$ cat src/include/touch_adc_map.svh
// Purpose: Offsets, field positions, reset values and counts of the touch ADC control
// Assumes: Included by bare name; definitions only
// Notes: Counts are serial clock edges from the lead-marker bit
`ifndef TOUCH_ADC_MAP_SVH
`define TOUCH_ADC_MAP_SVH

// ----------------------------------------
// Control word fields
// ----------------------------------------
`define TA_START_BIT 7
`define TA_CHAN_HI 6
`define TA_CHAN_LO 4
`define TA_MODE_BIT 3
`define TA_REF_BIT 2
`define TA_PD_HI 1
`define TA_PD_LO 0
`define TA_CTRL_RESET 8'h02
`define TA_PD_RESET 2'h2
`define TA_CH_YDRV 3'h1
`define TA_CH_XDRV 3'h5

// ----------------------------------------
// Sequencing counts
// ----------------------------------------
`define TA_CHAN_KNOWN 3'h2
`define TA_LAST_BIT 3'h6
`define TA_WAKE_FALL 5'h04
`define TA_LOAD_FALL 5'h08
`define TA_GAP_12 5'h0F
`define TA_GAP_8 5'h0B
`define TA_BITS_12 12
`define TA_BITS_8 8

`endif

$ cat src/include/touch_adc_pkg.sv
// Purpose: Types shared by the touch ADC control files
// Assumes: Nothing
// Notes: Binary codes written out
package touch_adc_pkg;

	typedef enum logic [1:0] {
		ST_IDLE = 2'b00,
		ST_WORD = 2'b01,
		ST_CONV = 2'b10
	} seq_state_t;

	typedef enum logic [1:0] {
		PD_AUTO = 2'b00,
		PD_ADC_ON = 2'b01,
		PD_REF_ON = 2'b10,
		PD_FULL = 2'b11
	} pd_mode_t;

endpackage : touch_adc_pkg

$ cat src/hdl/pin_sync.sv
// Purpose: Two-flop synchroniser for pin inputs
// Assumes: Inputs are asynchronous to clk_sys
// Notes: First stage is read only by the second
`timescale 1ns/1ps
`default_nettype none

module pin_sync #(
	parameter int W = 1
) (
	input wire logic clk_sys,
	input wire logic rst,
	input wire logic [W-1:0] pin_in,
	output logic [W-1:0] pin_sync_out
);

	logic [W-1:0] meta_q;
	logic [W-1:0] sync_q;

	if (W < 1) begin : g_bad_width
		$error("pin_sync width must be at least one");
	end

	always_ff @(posedge clk_sys or posedge rst) begin
		if (rst) begin
			meta_q <= '0;
			sync_q <= '0;
		end else begin
			meta_q <= pin_in;
			sync_q <= meta_q;
		end
	end

	assign pin_sync_out = sync_q;

endmodule : pin_sync

`default_nettype wire

$ cat src/hdl/result_shifter.sv
// Purpose: Shifts a conversion result out MSB first, then trailing zeros
// Assumes: shift is a one-cycle pulse per serial clock falling edge
// Notes: done marks the falling edge that carries the last bit
`timescale 1ns/1ps
`default_nettype none
`include "touch_adc_map.svh"

module result_shifter #(
	parameter int W = `TA_BITS_12
) (
	input wire logic clk_sys,
	input wire logic rst,
	input wire logic load,
	input wire logic eight_bit,
	input wire logic [W-1:0] data,
	input wire logic shift,
	input wire logic abort,
	output logic dout,
	output logic done
);

	logic [W-1:0] sh_q, sh_d;
	logic [3:0] left_q, left_d;
	logic dout_q, dout_d;

	if (W <= `TA_BITS_8 || W > 15) begin : g_bad_width
		$error("result_shifter width must be 9 to 15");
	end

	always_comb begin
		sh_d = sh_q;
		left_d = left_q;
		dout_d = dout_q;
		if (abort) begin
			left_d = 4'h0;
			dout_d = 1'b0;
		end else if (load) begin
			sh_d = data;
			left_d = eight_bit ? 4'(`TA_BITS_8) : 4'(W);
		end else if (shift) begin
			if (left_q != 4'h0) begin
				dout_d = sh_q[W-1];
				sh_d = {sh_q[W-2:0], 1'b0};
				left_d = left_q - 4'h1;
			end else begin
				dout_d = 1'b0;
			end
		end
	end

	always_ff @(posedge clk_sys or posedge rst) begin
		if (rst) begin
			sh_q <= '0;
			left_q <= 4'h0;
			dout_q <= 1'b0;
		end else begin
			sh_q <= sh_d;
			left_q <= left_d;
			dout_q <= dout_d;
		end
	end

	assign dout = dout_q;
	assign done = shift && !abort && !load && left_q == 4'h1;

endmodule : result_shifter

`default_nettype wire

$ cat src/hdl/touch_adc_serial_control.sv
// Purpose: Serial control word, sequencing, power and plate control of a touch ADC
// Assumes: Pins are asynchronous; conv_data is presented by the converter core
// Notes: Serial clock is sampled by clk_sys and must be well below half its rate
//
// How it works
// - A high serial bit opens a control word; earlier low bits are ignored.
// - A new word starts no sooner than 15 clocks, or 11 in 8-bit mode.
// - Channel bits with reference bit steer multiplexer, plate switches and reference.
// - Resolution bit picks 12-bit when 0, 8-bit when 1.
// - Ratiometric conversions keep plate switches on until conversion end.
// - Mode 00: reference off, converter sleeps after conversion or select release.
// - Mode 01: reference off, converter always on, touch interrupt enabled.
// - Mode 10: reference on, converter sleeps between conversions.
// - Mode 11: everything on, touch interrupt disabled.
// - Differential work in modes 00 or 01 never wakes the reference.
// - Converter wakes on fourth falling edge, sleeps on the final one.
// - Select low enables busy and serial output drivers and starts a transfer.
// - Eight clocks carry the word; each bit updates the register on arrival.
// - Three acquisition clocks, then power bits latch, hold, busy rises.
// - Busy drops on the next falling serial clock edge.
// - Single-ended conversions switch the plates off at hold.
// - Twelve clocks shift the result; host adds clocks for zeros.
// - Channel 001 drives the Y plates, 101 the X plates.
// - Modes 00, 01, 10 turn the negative Y switch on after conversion.
// - Mode 11 keeps drivers on until setup changes or select rises.
// - 8-bit conversions end four clocks earlier.
// - Reference bit 1 means single-ended, 0 means ratiometric.
// - Power bits reset to 10.
// - Lead bit disarms touch interrupt; output releases on fourth falling edge.
`timescale 1ns/1ps
`default_nettype none
`include "touch_adc_map.svh"

module touch_adc_serial_control
	import touch_adc_pkg::*;
#(
	parameter int CONV_BITS = `TA_BITS_12
) (
	input wire logic clk_sys,
	input wire logic rst,
	input wire logic cs_n,
	input wire logic conversion_shift_clock,
	input wire logic serial_in,
	input wire logic touch_sense,
	input wire logic [CONV_BITS-1:0] conv_data,
	output logic serial_out,
	output logic serial_out_oe,
	output logic busy,
	output logic busy_oe,
	output logic touch_irq_n_out,
	output logic touch_irq_n_oe,
	output logic [2:0] mux_sel,
	output logic ref_single_ended,
	output logic ref_on,
	output logic adc_on,
	output logic y_drv_on,
	output logic x_drv_on,
	output logic yneg_on,
	output logic sample_hold
);

	// ----------------------------------------
	// Pin synchronisers and edges
	// ----------------------------------------
	logic [3:0] pins_s;
	logic cs_s, sclk_s, serial_in_s, touch_s;
	logic sclk_prev_q;
	logic rise_e, fall_e;

	pin_sync #(.W(4)) u_sync (
		.clk_sys(clk_sys),
		.rst(rst),
		.pin_in({cs_n, conversion_shift_clock, serial_in, touch_sense}),
		.pin_sync_out(pins_s)
	);

	assign {cs_s, sclk_s, serial_in_s, touch_s} = pins_s;

	always_ff @(posedge clk_sys or posedge rst) begin
		if (rst) begin
			sclk_prev_q <= 1'b0;
		end else begin
			sclk_prev_q <= sclk_s;
		end
	end

	assign rise_e = !cs_s && sclk_s && !sclk_prev_q;
	assign fall_e = !cs_s && !sclk_s && sclk_prev_q;

	// ----------------------------------------
	// Sequencer state
	// ----------------------------------------
	seq_state_t state_q, state_d;
	logic [2:0] bit_cnt_q, bit_cnt_d;
	logic [4:0] fe_cnt_q, fe_cnt_d;
	logic [4:0] rise_cnt_q, rise_cnt_d;
	logic [7:0] ctrl_q, ctrl_d;
	pd_mode_t pd_q, pd_d;
	logic eight_q, eight_d;
	logic busy_q, busy_d;
	logic adc_up_q, adc_up_d;
	logic irq_armed_q, irq_armed_d;
	logic irq_low_q, irq_low_d;
	logic plates_q, plates_d;
	logic [4:0] cfg_q, cfg_d;
	logic yneg_idle_q, yneg_idle_d;
	logic hold_q, hold_d;
	logic [4:0] gap;
	logic start_e, hold_e, load_e, eoc;
	logic [2:0] ctrl_idx;

	if (CONV_BITS <= `TA_BITS_8 || CONV_BITS > 15) begin : g_bad_bits
		$error("CONV_BITS must be 9 to 15");
	end

	// spacing depends on the running resolution
	assign gap = eight_q ? `TA_GAP_8 : `TA_GAP_12;
	// first high bit opens a word
	assign start_e = rise_e && serial_in_s && (state_q == ST_IDLE ||
		(state_q == ST_CONV && rise_cnt_q >= gap - 5'h01));
	assign hold_e = rise_e && state_q == ST_WORD && bit_cnt_q == `TA_LAST_BIT;
	assign load_e = fall_e && state_q == ST_CONV && fe_cnt_q == `TA_LOAD_FALL - 5'h01;
	assign ctrl_idx = 3'(`TA_CHAN_HI) - bit_cnt_q;

	always_comb begin
		state_d = state_q;
		bit_cnt_d = bit_cnt_q;
		fe_cnt_d = fe_cnt_q;
		rise_cnt_d = rise_cnt_q;
		ctrl_d = ctrl_q;
		pd_d = pd_q;
		eight_d = eight_q;
		busy_d = busy_q;
		adc_up_d = adc_up_q;
		irq_armed_d = irq_armed_q;
		irq_low_d = irq_low_q;
		plates_d = plates_q;
		cfg_d = cfg_q;
		yneg_idle_d = yneg_idle_q;
		hold_d = 1'b0;
		if (cs_s) begin
			// select release ends the frame and sleeps the converter unless the low power bit is set
			state_d = ST_IDLE;
			busy_d = 1'b0;
			adc_up_d = 1'b0;
			// drivers drop when select is high
			plates_d = 1'b0;
		end else begin
			if (fall_e && state_q != ST_IDLE) begin
				if (fe_cnt_q != 5'h1F) begin
					fe_cnt_d = fe_cnt_q + 5'h01;
				end
				// busy lasts to the next falling edge
				busy_d = 1'b0;
				if (fe_cnt_q == `TA_WAKE_FALL - 5'h01) begin
					adc_up_d = 1'b1;
					irq_low_d = 1'b0;
				end
			end
			if (rise_e && rise_cnt_q != 5'h1F) begin
				rise_cnt_d = rise_cnt_q + 5'h01;
			end
			if (start_e) begin
				state_d = ST_WORD;
				bit_cnt_d = 3'h0;
				fe_cnt_d = 5'h00;
				rise_cnt_d = 5'h00;
				ctrl_d[`TA_START_BIT] = 1'b1;
				// lead bit disarms the touch interrupt
				irq_armed_d = 1'b0;
				yneg_idle_d = 1'b0;
			end else if (rise_e && state_q == ST_WORD) begin
				ctrl_d[ctrl_idx] = serial_in_s;
				bit_cnt_d = bit_cnt_q + 3'h1;
				if (bit_cnt_q == `TA_CHAN_KNOWN) begin
					plates_d = 1'b1;
				end
				if (hold_e) begin
					// power bits latch, hold and busy
					pd_d = pd_mode_t'({ctrl_q[`TA_PD_HI], serial_in_s});
					eight_d = ctrl_q[`TA_MODE_BIT];
					busy_d = 1'b1;
					hold_d = 1'b1;
					cfg_d = ctrl_q[`TA_CHAN_HI:`TA_REF_BIT];
					state_d = ST_CONV;
					if (ctrl_q[`TA_REF_BIT]) begin
						plates_d = 1'b0;
					end
				end
			end
			if (state_q == ST_WORD && bit_cnt_q < `TA_CHAN_KNOWN && plates_q && pd_q == PD_FULL &&
				ctrl_q[`TA_CHAN_HI:`TA_REF_BIT] != cfg_q) begin
				plates_d = 1'b0;
			end
			if (eoc) begin
				if (state_q != ST_WORD) begin
					adc_up_d = 1'b0;
					// interrupt only rearmed below full power
					irq_armed_d = pd_q != PD_FULL;
				end
				if (state_q == ST_CONV) begin
					state_d = ST_IDLE;
				end
				if (pd_q != PD_FULL) begin
					plates_d = 1'b0;
					yneg_idle_d = 1'b1;
				end
			end
		end
		if (irq_armed_d) begin
			irq_low_d = touch_s;
		end
	end

	always_ff @(posedge clk_sys or posedge rst) begin
		if (rst) begin
			state_q <= ST_IDLE;
			bit_cnt_q <= 3'h0;
			fe_cnt_q <= 5'h00;
			rise_cnt_q <= 5'h00;
			ctrl_q <= `TA_CTRL_RESET;
			pd_q <= pd_mode_t'(`TA_PD_RESET);
			eight_q <= 1'b0;
			busy_q <= 1'b0;
			adc_up_q <= 1'b0;
			irq_armed_q <= 1'b1;
			irq_low_q <= 1'b0;
			plates_q <= 1'b0;
			cfg_q <= 5'h00;
			yneg_idle_q <= 1'b1;
			hold_q <= 1'b0;
		end else begin
			state_q <= state_d;
			bit_cnt_q <= bit_cnt_d;
			fe_cnt_q <= fe_cnt_d;
			rise_cnt_q <= rise_cnt_d;
			ctrl_q <= ctrl_d;
			pd_q <= pd_d;
			eight_q <= eight_d;
			busy_q <= busy_d;
			adc_up_q <= adc_up_d;
			irq_armed_q <= irq_armed_d;
			irq_low_q <= irq_low_d;
			plates_q <= plates_d;
			cfg_q <= cfg_d;
			yneg_idle_q <= yneg_idle_d;
			hold_q <= hold_d;
		end
	end

	// ----------------------------------------
	// Result shifter
	// ----------------------------------------
	// result leaves over the falling edges after hold
	result_shifter #(.W(CONV_BITS)) u_shift (
		.clk_sys(clk_sys),
		.rst(rst),
		.load(load_e),
		.eight_bit(eight_q),
		.data(conv_data),
		.shift(fall_e),
		.abort(cs_s),
		.dout(serial_out),
		.done(eoc)
	);

	// ----------------------------------------
	// Outputs
	// ----------------------------------------
	// drivers live while select is low
	assign serial_out_oe = !cs_s;
	assign busy_oe = !cs_s;
	assign busy = busy_q;
	assign touch_irq_n_out = 1'b0;
	assign touch_irq_n_oe = irq_low_q;
	assign mux_sel = ctrl_q[`TA_CHAN_HI:`TA_CHAN_LO];
	assign ref_single_ended = ctrl_q[`TA_REF_BIT];
	// reference follows the high power bit only
	assign ref_on = pd_q[`TA_PD_HI];
	assign adc_on = pd_q[`TA_PD_LO] || adc_up_q;
	assign y_drv_on = plates_q && mux_sel == `TA_CH_YDRV;
	assign x_drv_on = plates_q && mux_sel == `TA_CH_XDRV;
	assign yneg_on = y_drv_on || yneg_idle_q;
	assign sample_hold = hold_q;
endmodule : touch_adc_serial_control

`default_nettype wire

$ cat config.mk
export PLATFORM = sky130hd
export DESIGN_NAME = touch_adc_serial_control
export DESIGN_NICKNAME = d
export VERILOG_FILES = /design/src/include/touch_adc_pkg.sv /design/src/hdl/pin_sync.sv /design/src/hdl/result_shifter.sv /design/src/hdl/touch_adc_serial_control.sv
export VERILOG_INCLUDE_DIRS = /design/src /design/src/include
export SDC_FILE = /design/constraint.sdc
export NUM_CORES = 1
export LEC_CHECK = 0
export BUFFER_PORTS_ARGS = -buffer_cell sky130_fd_sc_hd__buf_2
export CORE_UTILIZATION = 62
export CTS_CLUSTER_DIAMETER = 50
export DETAILED_ROUTE_END_ITERATION = 12
export HOLD_SLACK_MARGIN = 0.08
export PLACE_DENSITY = 0.85
export SETUP_SLACK_MARGIN = 0.02
export SYNTH_ARGS = -nofsm -noshare
export SYNTH_HDL_FRONTEND = slang
export SYNTH_SLANG_ARGS = --single-unit
$ cat constraint.sdc
create_clock -name clk_sys -period 6.1 [get_ports clk_sys]
set_clock_uncertainty 0.05 [all_clocks]
set_input_delay 0.305 -clock clk_sys [delete_from_list [all_inputs] [get_ports clk_sys]]
set_output_delay 0.305 -clock clk_sys [all_outputs]
set_load 0.05 [all_outputs]
==> flow_summary.yaml, run 1 <==
detailed_routing:
  drt_iter0_drc: 126
  totalWireLength_mm: 5.77
  via_per_inst: 5.88
  postRouteAntennaNets: 0
  vias: 2134
  drcViolationCount: 4
  firstDrtPassIters: 8
  wl_per_cell_um: 15.9
clocking:
  cts_tree: "done"
  clkSinkCount: 61
  clockBufferDepth: 2
  cts.htree.levels: 3
  cts_made_buffers: 9
  cts_root_buf: "clkbuf_8"
  clock_latency_ns: 0.34
  clkTransAtPathRegs_ns: 0.07
global_routing:
  grt_pass1_vias: 2044
  grt_max_degree: 62
  track_usage: 0.256
  antenna_found_initial: 0
  grt-ovfl-total: 0
  grt_pass1_wl_mm: 9.56
die:
  coreArea_mm2: 0.00444
  fp.dieArea_mm2: 0.00497
  die_w_um: 70.5
  start_util: 0.655
  io_pins: 34
  die_y_um: 70.5
  rows: 24
logic_synthesis:
  synth_nets: 299
  synth_most_common_cell: "dfrtp_1"
  netlist_area_mm2: 0.00291
  synth.area.top_cells: "dfrtp_1 (49%), mux2_2 (5.4%), ha_1 (4.7%)"
  async_reset_ff_frac: 1.00
  yosysTopAreaCellShare: 0.490
  ys_ff_latch: 61
  synth_area_leader_cell: "dfrtp_1"
  yosys_most_used_dff: "dfrtp_1"
  netlist_top_cells_count: "dfrtp_1 (57), nor2_1 (29), nand2_1 (22), a21oi_1 (18), mux2_2 (14)"
  syn_inst: 270
  synth_cell_types: 53
  ys_seq_area_frac: 0.526
  synth-edff-count: 0
  synth_warnings: 0
  syn-mean-instance-area_um2: 10.8
place:
  place.gp.congestion: 0.844
  post-place-cells: 343
  dpl.hpwl_mm: 3.80
  dpl-instance-area_mm2: 0.00308
  port_buffers: 32
  place_ws_ns: 3.78
outcome:
  status: "complete, but fails checks"
  violations: "DRC"
setup_path:
  worst_path_largest_cell_delay_ns: 0.54
  reg2reg_depth: 6
  critPathSlowestCell: "dfrtp_1"
  crit_required_ns: 6.28
  cp_data_arrival_time_ns: 2.54
  critPathMaxFanout: 20
  worstSetupEndpointType: "flip-flop"
  crit_path_start_kind: "flip-flop"
  crit_path_cell_trace: "nor3b_2 -> buf_4 -> o211ai_1 -> or2_0 -> a311o_1 -> mux2_4"
  worstSetupPathType: "reg -> reg"
job:
  maxCapViolations: 0
power:
  powerDensity_mw_per_mm2: 270
  pwr-share-clk: 0.435
  p_comb_frac: 0.075
  p_sw_mw: 0.212
  switching_share: 0.236
  ir_drop_v: 0.000192
  seqPwrFrac: 0.491
  p_int_mw: 0.687
  p_leak_nw: 1.58
sta:
  fin_setup_tns_ns: 0
  period_share: 0.387
  finalMaxSlewViolations: 0
  tightestPinTransition_ns: 0.829
  slew-limit-headroom: 0.447
  rsz0062_at_grt: "false"
  setup_ws_ns: 3.74
  layout_min_cycle_time_ns: 2.36
  setup_viol: 0
  hold_viol: 0
  clock.fmax_ghz: 0.424
hold_path:
  min_path_type: "in -> async"
final_layout:
  area_growth_pct: 14.6
  design_area_mm2: 0.00334
  fin_nets: 335
  final_layout_size_suffix_gt1_frac: 0.257
  fin_cells: 363
  num_antenna_cells: 0
==> layer usage <==
metal  vias up  routed length (um)  part of all wire  GRT usage
met5         -                   0                 0          0
met2        53                2640              0.46      0.378
li1       1026                   -                 -          -
met4         0                 116             0.020      0.111
met3        14                 251             0.044     0.0866
met1      1041                2770              0.48      0.347
==> registers in the layout, indices dropped and copies added, names as in the netlist, named ones only <==
name                 count
plates_q                 1
u_sync.meta_q            4
u_shift.sh_q            12
bit_cnt_q                3
sclk_prev_q              1
touch_irq_n_oe           1
u_shift.left_q           4
irq_armed_q              1
adc_up_q                 1
fe_cnt_q                 5
cfg_q                    5
busy                     1
yneg_idle_q              1
state_q                  2
sample_hold              1
u_shift.dout             1
rise_cnt_q               5
pd_q                     2
u_sync.pin_sync_out      4
==> worst paths after layout <==
kind | endpoint | startpoint | slack, ns
hold / removal | u_shift.sh_q[10] | rst | 0.13
max in group asynchronous | u_sync.pin_sync_out[1] | rst | 5.40
min in group clk_sys | u_shift.sh_q[0] | conv_data[0] | 0.16
hold reg to reg | u_sync.pin_sync_out[1] | u_sync.meta_q[1] | 0.30
setup reg to reg | touch_irq_n_oe | u_sync.pin_sync_out[3] | 3.74
setup / recovery | touch_irq_n_oe | u_sync.pin_sync_out[3] | 3.74
==> power by group through the flow <==
stage          registers, mW  logic, mW  clock network (mW)
4_1_cts                0.441     0.0681               0.398
6_report               0.441     0.0672               0.391
3_5_place_dp           0.448     0.0655                   0
3_3_place_gp           0.448     0.0626                   0
5_1_grt                0.444     0.0751               0.418
2_1_floorplan          0.443     0.0523                   0
==> critical path, delay by kind of cell, from the launching register on <==
kind	cells	cell delay [ns]
AO/OA/AOI/OAI	2	0.59
buffers and inverters	1	0.25
flip-flops	1	0.54
multiplexers	1	0.31
AND/OR/NAND/NOR	2	0.50
==> kinds of logic after synthesis <==
family,synth area share
adder cells (fa/ha/maj),0.0473
AND/OR/NAND/NOR,0.162
other,0.00129
flip-flops,0.526
XOR/XNOR,0.0301
buffers and inverters,0.0352
multiplexers,0.0627
AO/OA/AOI/OAI,0.135
==> stage by stage <==
stage | power (mW) | hold slack [ns] | utilization
6_report | 0.899 | 0.127 | 0.751
5_1_grt | 0.938 | 0.155 | 0.751
4_1_cts | 0.907 | 0.136 | 0.751
3_5_place_dp | 0.514 | 0.285 | 0.693
3_3_place_gp | 0.510 | 0.283 | 0.693
2_1_floorplan | 0.495 | 0.281 | -
==> layout by cell type, fill, tap and decap left out, types with 2 or more instances in the layout <==
cell type,count
a211oi_1,2
a21oi_1,18
a22o_1,2
a2bb2oi_1,2
a31oi_1,2
and3_1,3
and4b_1,2
buf_2,32
buf_4,2
bufinv_16,2
clkbuf_8,10
clkinv_2,3
dfrtp_1,57
dfstp_2,4
dlygate4sd3_1,4
ha_1,11
inv_1,7
mux2_2,14
nand2_1,22
nand3_1,4
nand4_1,4
nor2_1,29
nor2b_1,4
nor3b_1,4
nor4_1,2
o211ai_1,2
o21ai_0,10
o22ai_1,11
or2_2,4
or3b_2,2
xnor2_1,4
xor2_1,6
==> area by class of cell <==
cell class	instances	area, um2
fill	302	1110
clock buffer	11	141
inverter	8	30.0
tap	52	65.1
multi-input combinational	188	1280
sequential	61	1530
timing repair buffer	38	215
clock inverter	5	75.1
==> timing repair <==
item | 4_1_cts | 5_1_grt
hold endpoints to repair | 4 | 0
buffers inserted | 0 | 0
hold buffers | 4 | 0
resized for setup | 0 | 0
No activity file was read; power rests on OpenSTA's default activity.
==> run 2: changes to the inputs <==
Settings changed: ABC_AREA from default to 1, CORE_UTILIZATION 62 to 58, PLACE_DENSITY 0.85 to 0.8.
Clock period 6.1 ns to 2.3 ns, I/O delays scaled along.
==> run 2 against run 1 <==
Effect of this change:
- the run now ends clean
- via count up 13%
- die area up 9.0%
- sequential share of layout area down 2.8 points
- critical path type unchanged
- total power rose to 3.0 times the previous value
- routed wire length up 8.8%
- clock power up 120%
- first-iteration DRC count up 37%
- hold slack better by 0.16 ns
- global-route usage up 1.0 points
- worst setup slack worse by 3.3 ns
- largest power group unchanged
==> flow_summary.yaml, run 2 <==
outcome:
  status: "complete, no violations"
die:
  die_w_um: 73.6
  die_y_um: 73.6
  coreArea_mm2: 0.00482
  fp.dieArea_mm2: 0.00542
  start_util: 0.618
  rows: 25
  io_pins: 34
logic_synthesis:
  ys_ff_latch: 61
  syn-mean-instance-area_um2: 9.13
  async_reset_ff_frac: 1.00
  synth_nets: 355
  synth_most_common_cell: "nand2_1"
  netlist_top_cells_count: "nand2_1 (65), dfrtp_1 (57), inv_1 (38), o21ai_0 (23)"
  synth_top_family_by_area: "simple AND/OR/NAND/NOR gates"
  synth_area_leader_cell: "dfrtp_1"
  synthAdderAreaFrac: 0.0462
  synth_xor_area_frac: 0.0235
  yosysTopAreaCellShare: 0.479
  synthSimpleGateAreaFrac: 0.220
  synth.area.top_cells: "dfrtp_1 (48%), nand2_1 (8.2%), inv_1 (4.8%)"
  synthMuxAreaShare: 0.00336
  ys_seq_area_frac: 0.515
  yosys_most_used_dff: "dfrtp_1"
  synth-edff-count: 0
  synth-compound-area-share: 0.116
  synth_cell_types: 38
  synth_warnings: 0
  syn_inst: 326
  netlist_area_mm2: 0.00298
power:
  p_leak_nw: 1.76
  ir_drop_v: 0.000556
  powerDensity_mw_per_mm2: 760
clocking:
  cts_tree: "done"
  cts.htree.levels: 3
  cts_root_buf: "clkbuf_8"
  clock_latency_ns: 0.34
  clockBufferDepth: 2
  cts_made_buffers: 9
  clkTransAtPathRegs_ns: 0.06
  clkSinkCount: 61
  post_cts_resize_count: 0
place:
  place_ws_ns: 0.461
  place.gp.congestion: 0.842
  port_buffers: 32
  dpl.hpwl_mm: 4.21
global_routing:
  grtUsageMet2: 0.399
  track_usage: 0.266
  grt_busiest_layer: "met2"
  grt_pass1_vias: 2341
  grt_pass1_wl_mm: 10.6
  grt-ovfl-total: 0
  antenna_found_initial: 0
  met1_usage: 0.368
  met3_usage: 0.0549
  grt_max_degree: 24
final_layout:
  final_cell_mix: "nand2_1 (65), dfrtp_1 (57), inv_1 (37), buf_2 (32), o21ai_0 (23)"
  fillers: 372
  final_layout_size_suffix_gt1_frac: 0.207
  num_antenna_cells: 0
  largest_register: "u_shift.sh_q"
  largest_reg_flops: 12
  final_common_cell: "nand2_1"
  area_growth_pct: 19.3
  fin_nets: 412
detailed_routing:
  vias: 2415
  via_per_inst: 5.32
  postRouteAntennaNets: 0
  drcViolationCount: 0
  firstDrtPassIters: 4
  drt_iter0_drc: 172
  wl_per_cell_um: 13.8
  totalWireLength_mm: 6.28
setup_path:
  worst_path_largest_cell_delay_ns: 0.39
  critPathMaxFanout: 15
  critPathTopFamily: "simple AND/OR/NAND/NOR gates"
  cp_data_arrival_time_ns: 2.04
  worst-r2r-setup-slack_ns: 0.43
  worstSetupEndpointType: "flip-flop"
  startpoint: "fe_cnt_q[0]"
  crit_path_cell_trace: "ha_1 -> nand2_1 -> nand3b_1 -> nor2_2 -> buf_4 -> a21oi_1 -> nand3_1 -> o21ai_0"
  critPathSlowestCell: "dfrtp_1"
  r2r-end: "u_shift.left_q[2]"
  crit_buf_inv: 1
  crit_path_start_kind: "flip-flop"
  r2r_start: "fe_cnt_q[0]"
  worstSetupPathType: "reg -> reg"
  reg2reg_depth: 8
  crit_required_ns: 2.46
sta:
  setup_ws_ns: 0.428
  clock.fmax_ghz: 0.534
  setup_viol: 0
  hold_viol: 0
  rsz0062_at_grt: "false"
  layout_min_cycle_time_ns: 1.87
  period_share: 0.814
  fin_setup_tns_ns: 0
  finalMaxSlewViolations: 0
hold_path:
  min_path_type: "in -> async"
job:
  maxCapViolations: 0
run 2: changes by cell type after synthesis, moves of 5 or more:
cell and delta:
nand2_2 +5, nand3_1 +17, nand4_1 +5, inv_1 +30, o21ai_0 +13, nand2_1 +43
mux2_2 -14, nor2_1 -8, o22ai_1 -7, o211ai_1 +6, a21oi_1 -10
run 2: kinds of logic (layout without fill, tap and decap cells):
group,count (synthesis),in the layout
simple gates,137,137
flops,61,61
compound gates,55,55
buf+inv,52,113
fa+ha+maj,11,11
xor+xnor,8,8
other cells,1,1
mux,1,1
run 2: repair_timing:
item / CTS / global route
hold buffers: 17 / 0
hold endpoints to repair: 36 / 0
setup buffers: 0 / 0
setup endpoints to repair: 0 / 0
run 2: through the flow:
stage / area [um2] / util / power [mW] / hold WS [ns] / cells
final: 3550 / 0.737 / 2.70 / 0.290 / 454
after global routing: 3550 / 0.737 / 2.84 / 0.303 / 454
after CTS: 3550 / 0.737 / 2.71 / 0.291 / 454
after detailed placement: 3200 / 0.665 / 1.82 / 0.105 / 422
after global placement: 3200 / 0.665 / 1.80 / 0.105 / 422
after floorplan: 2980 / - / 1.70 / 0.0964 / 326
run 2: per-layer routing:
layer,vias to the layer above,share of wire
met5,-,0
met4,0,0.016
met3,8,0.048
met2,68,0.46
met1,1143,0.47
li1,1196,-
run 2: worst max-delay path by stage:
| stage | endpoint | slack, ns | cells past startpoint |
|---|---|---|---|
| 3_3_place_gp | u_shift.left_q[2] | 0.53 | 8 |
| 2_1_floorplan | yneg_on | 0.52 | 4 |
| 6_report | u_shift.left_q[2] | 0.43 | 8 |
| 5_1_grt | rise_cnt_q[4] | 0.25 | 9 |
| 3_5_place_dp | rise_cnt_q[0] | 0.46 | 9 |
| 4_1_cts | rise_cnt_q[0] | 0.44 | 8 |
run 2: cell type report:
type	instances	area, um2	area share
clock inverter	1	5.00	0.00141
tap	67	83.8	0.0236
sequential	61	1530	0.431
inverter	45	176	0.0497
timing repair buffer	53	360	0.101
clock buffer	14	173	0.0486
multi-input combinational	213	1220	0.344
run 2: worst reg2reg max path: stages, from the launching register on:
cell      delay (ns)
dfrtp_1         0.39
ha_1            0.21
nand2_1         0.11
nand3b_1        0.32
nor2_2          0.14
buf_4           0.23
a21oi_1         0.12
nand3_1         0.10
o21ai_0         0.09
run 2: where the power goes:
part / internal, mW / switching [mW] / leakage, nW
logic: 0.191 / 0.322 / 0.875
clock network: 0.473 / 0.391 / 0.0926
registers: 1.23 / 0.0909 / 0.793
==> run 3: changes to the inputs <==
Settings changed: CORE_UTILIZATION 58 to 52, PLACE_DENSITY 0.8 to 0.76.
Clock period 2.3 ns to 1.6 ns, I/O delays scaled along.
==> run 3 against run 2 <==
Effect of this change:
- the flow now finishes with violations (setup timing)
- clock power is 91% higher
- non-clock buffer count is 44 higher
- routed wire length is 19% higher
- total power is 68% higher
- sequential power is 45% higher
- critical path depth is 1 higher
- worst setup slack worse by 0.44 ns
- sequential share of layout area is 7.0 points lower
- flip-flop and latch count stayed put
- register-to-register slack worse by 0.44 ns
- first-iteration DRC count is 14% higher
- final cell count is 11% higher
- highest routed layer unchanged
==> flow_summary.yaml, run 3 (synthesis gave the netlist of run 2 again) <==
outcome:
  status: "complete, but fails checks"
  violations: "setup timing"
place:
  dpl.hpwl_mm: 4.37
  place_ws_ns: -0.0515
  port_buffers: 32
  place.gp.congestion: 0.879
global_routing:
  grt-ovfl-total: 0
  track_usage: 0.249
  grt_pass1_wl_mm: 11.3
  grt_max_degree: 62
  grt_pass1_vias: 2505
  antenna_found_initial: 0
hold_path:
  min_path_type: "reg -> reg"
  worstHoldPathCells: 0
  worstHoldStart: "u_sync.meta_q[0]"
  holdPathEnd: "u_sync.pin_sync_out[0]"
detailed_routing:
  vias: 2698
  via_per_inst: 5.35
  wl_per_cell_um: 14.8
  firstDrtPassIters: 4
  drcViolationCount: 0
  totalWireLength_mm: 7.47
  drt_iter0_drc: 196
  postRouteAntennaNets: 0
sta:
  clock.fmax_ghz: 0.622
  finalMaxSlewViolations: 0
  period_share: 1.01
  hold_viol: 0
  setup_ws_ns: -0.00816
  fin_setup_tns_ns: -0.0134
  rsz0062_at_grt: "true"
  layout_min_cycle_time_ns: 1.61
  setup_viol: 2
setup_path:
  reg2reg_depth: 9
  worstSetupPathType: "reg -> reg"
  critPathTopFamily: "flip-flops"
  crit_path_cell_trace: "ha_4 -> o21ai_2 -> nand2_1 -> nand2_1 -> nand2_2 -> nand2_4 -> buf_6 -> nand3_1 -> o21ai_0"
  crit_path_start_kind: "flip-flop"
  worstSetupEndpointType: "flip-flop"
  cp_data_arrival_time_ns: 1.80
  critPathMaxFanout: 7
  worst-r2r-setup-slack_ns: -0.008
  crit_required_ns: 1.79
  worst_path_largest_cell_delay_ns: 0.44
  crit_buf_inv: 1
  r2r_start: "rise_cnt_q[1]"
  critPathSlowestCell: "dfrtp_1"
  r2r-end: "bit_cnt_q[1]"
  crit_top_cell: "nand2_1"
clocking:
  clkSinkCount: 61
  cts_root_buf: "clkbuf_8"
  clkTransAtPathRegs_ns: 0.07
  cts_tree: "done"
  cts_made_buffers: 9
  clock_latency_ns: 0.35
  cts.htree.levels: 3
  clockBufferDepth: 2
die:
  die_y_um: 77.7
  coreArea_mm2: 0.00551
  rows: 27
  fp.dieArea_mm2: 0.00603
  start_util: 0.541
  io_pins: 34
  die_w_um: 77.7
power:
  power_mw: 4.54
  ir_drop_v: 0.000740
  p_leak_nw: 2.04
  powerDensity_mw_per_mm2: 1070
final_layout:
  largest_reg_flops: 12
  fillers: 332
  area_growth_pct: 42.8
  final_cell_mix: "nand2_1 (55), dfrtp_1 (55), buf_4 (42), inv_1 (33), buf_2 (31)"
  fin_nets: 456
  largest_register: "u_shift.sh_q"
  final_layout_size_suffix_gt1_frac: 0.391
  num_antenna_cells: 0
job:
  maxCapViolations: 0
run 3: changes by cell type in the layout (fill, tap and decap cells not counted), sizes merged:
cell,before,now
clkbuf,14,13
bufinv,0,2
buf,36,80
inv,45,43
clkinvlp,0,1
clkinv,1,2
run 3: cell type report:
type	count	area, um2	area share
sequential	61	1530	0.361
multi-input combinational	213	1460	0.344
timing repair buffer	97	728	0.171
inverter	45	193	0.0453
clock buffer	13	179	0.0421
tap	72	90.1	0.0212
clock inverter	3	65.1	0.0153
run 3: power by group:
group | internal (mW) | leakage, nW | switching [mW]
combinational | 0.422 | 1.12 | 0.548
clock | 1.04 | 0.126 | 0.607
sequential | 1.77 | 0.791 | 0.146
run 3: worst max path at each step:
stage | startpoint | end | depth (start not counted)
after floorplan | u_sync.pin_sync_out[3] | pd_q[0] | 8
after global placement | fe_cnt_q[0] | touch_irq_n_oe | 10
after detailed placement | fe_cnt_q[0] | fe_cnt_q[2] | 8
after CTS | u_sync.pin_sync_out[3] | fe_cnt_q[2] | 8
after global routing | rise_cnt_q[1] | bit_cnt_q[1] | 9
final | rise_cnt_q[1] | bit_cnt_q[1] | 9
run 3: repair_timing:
action	4_1_cts	5_1_grt
gates cloned	0	0
hold endpoints to repair	77	0
pin swaps	7	20
gates resized for setup	14	58
buffers inserted	6	15
hold buffers	17	0
setup endpoints to repair	28	44
run 3: worst reg2reg max path, delay by kind of cell (launching register included):
kind | cells | cell delay [ns]
simple gates | 5 | 0.43
flops | 1 | 0.44
compound gates | 2 | 0.24
fa+ha+maj | 1 | 0.19
buf+inv | 1 | 0.15
run 3: routing by layer:
metal / routed length (um) / track usage
met5: 0 / 0
met4: 166 / 0.143
met3: 323 / 0.0612
met2: 3780 / 0.383
met1: 3200 / 0.320
run 3: metrics by stage:
stage / area [um2] / utilization / instances / hold slack [ns]
4_1_cts: 3910 / 0.710 / 489 / 0.303
5_1_grt: 4250 / 0.772 / 504 / 0.305
6_report: 4250 / 0.772 / 504 / 0.302
3_3_place_gp: 3410 / 0.619 / 450 / 0.138
3_5_place_dp: 3410 / 0.619 / 450 / 0.140
2_1_floorplan: 2990 / - / 326 / 0.0614
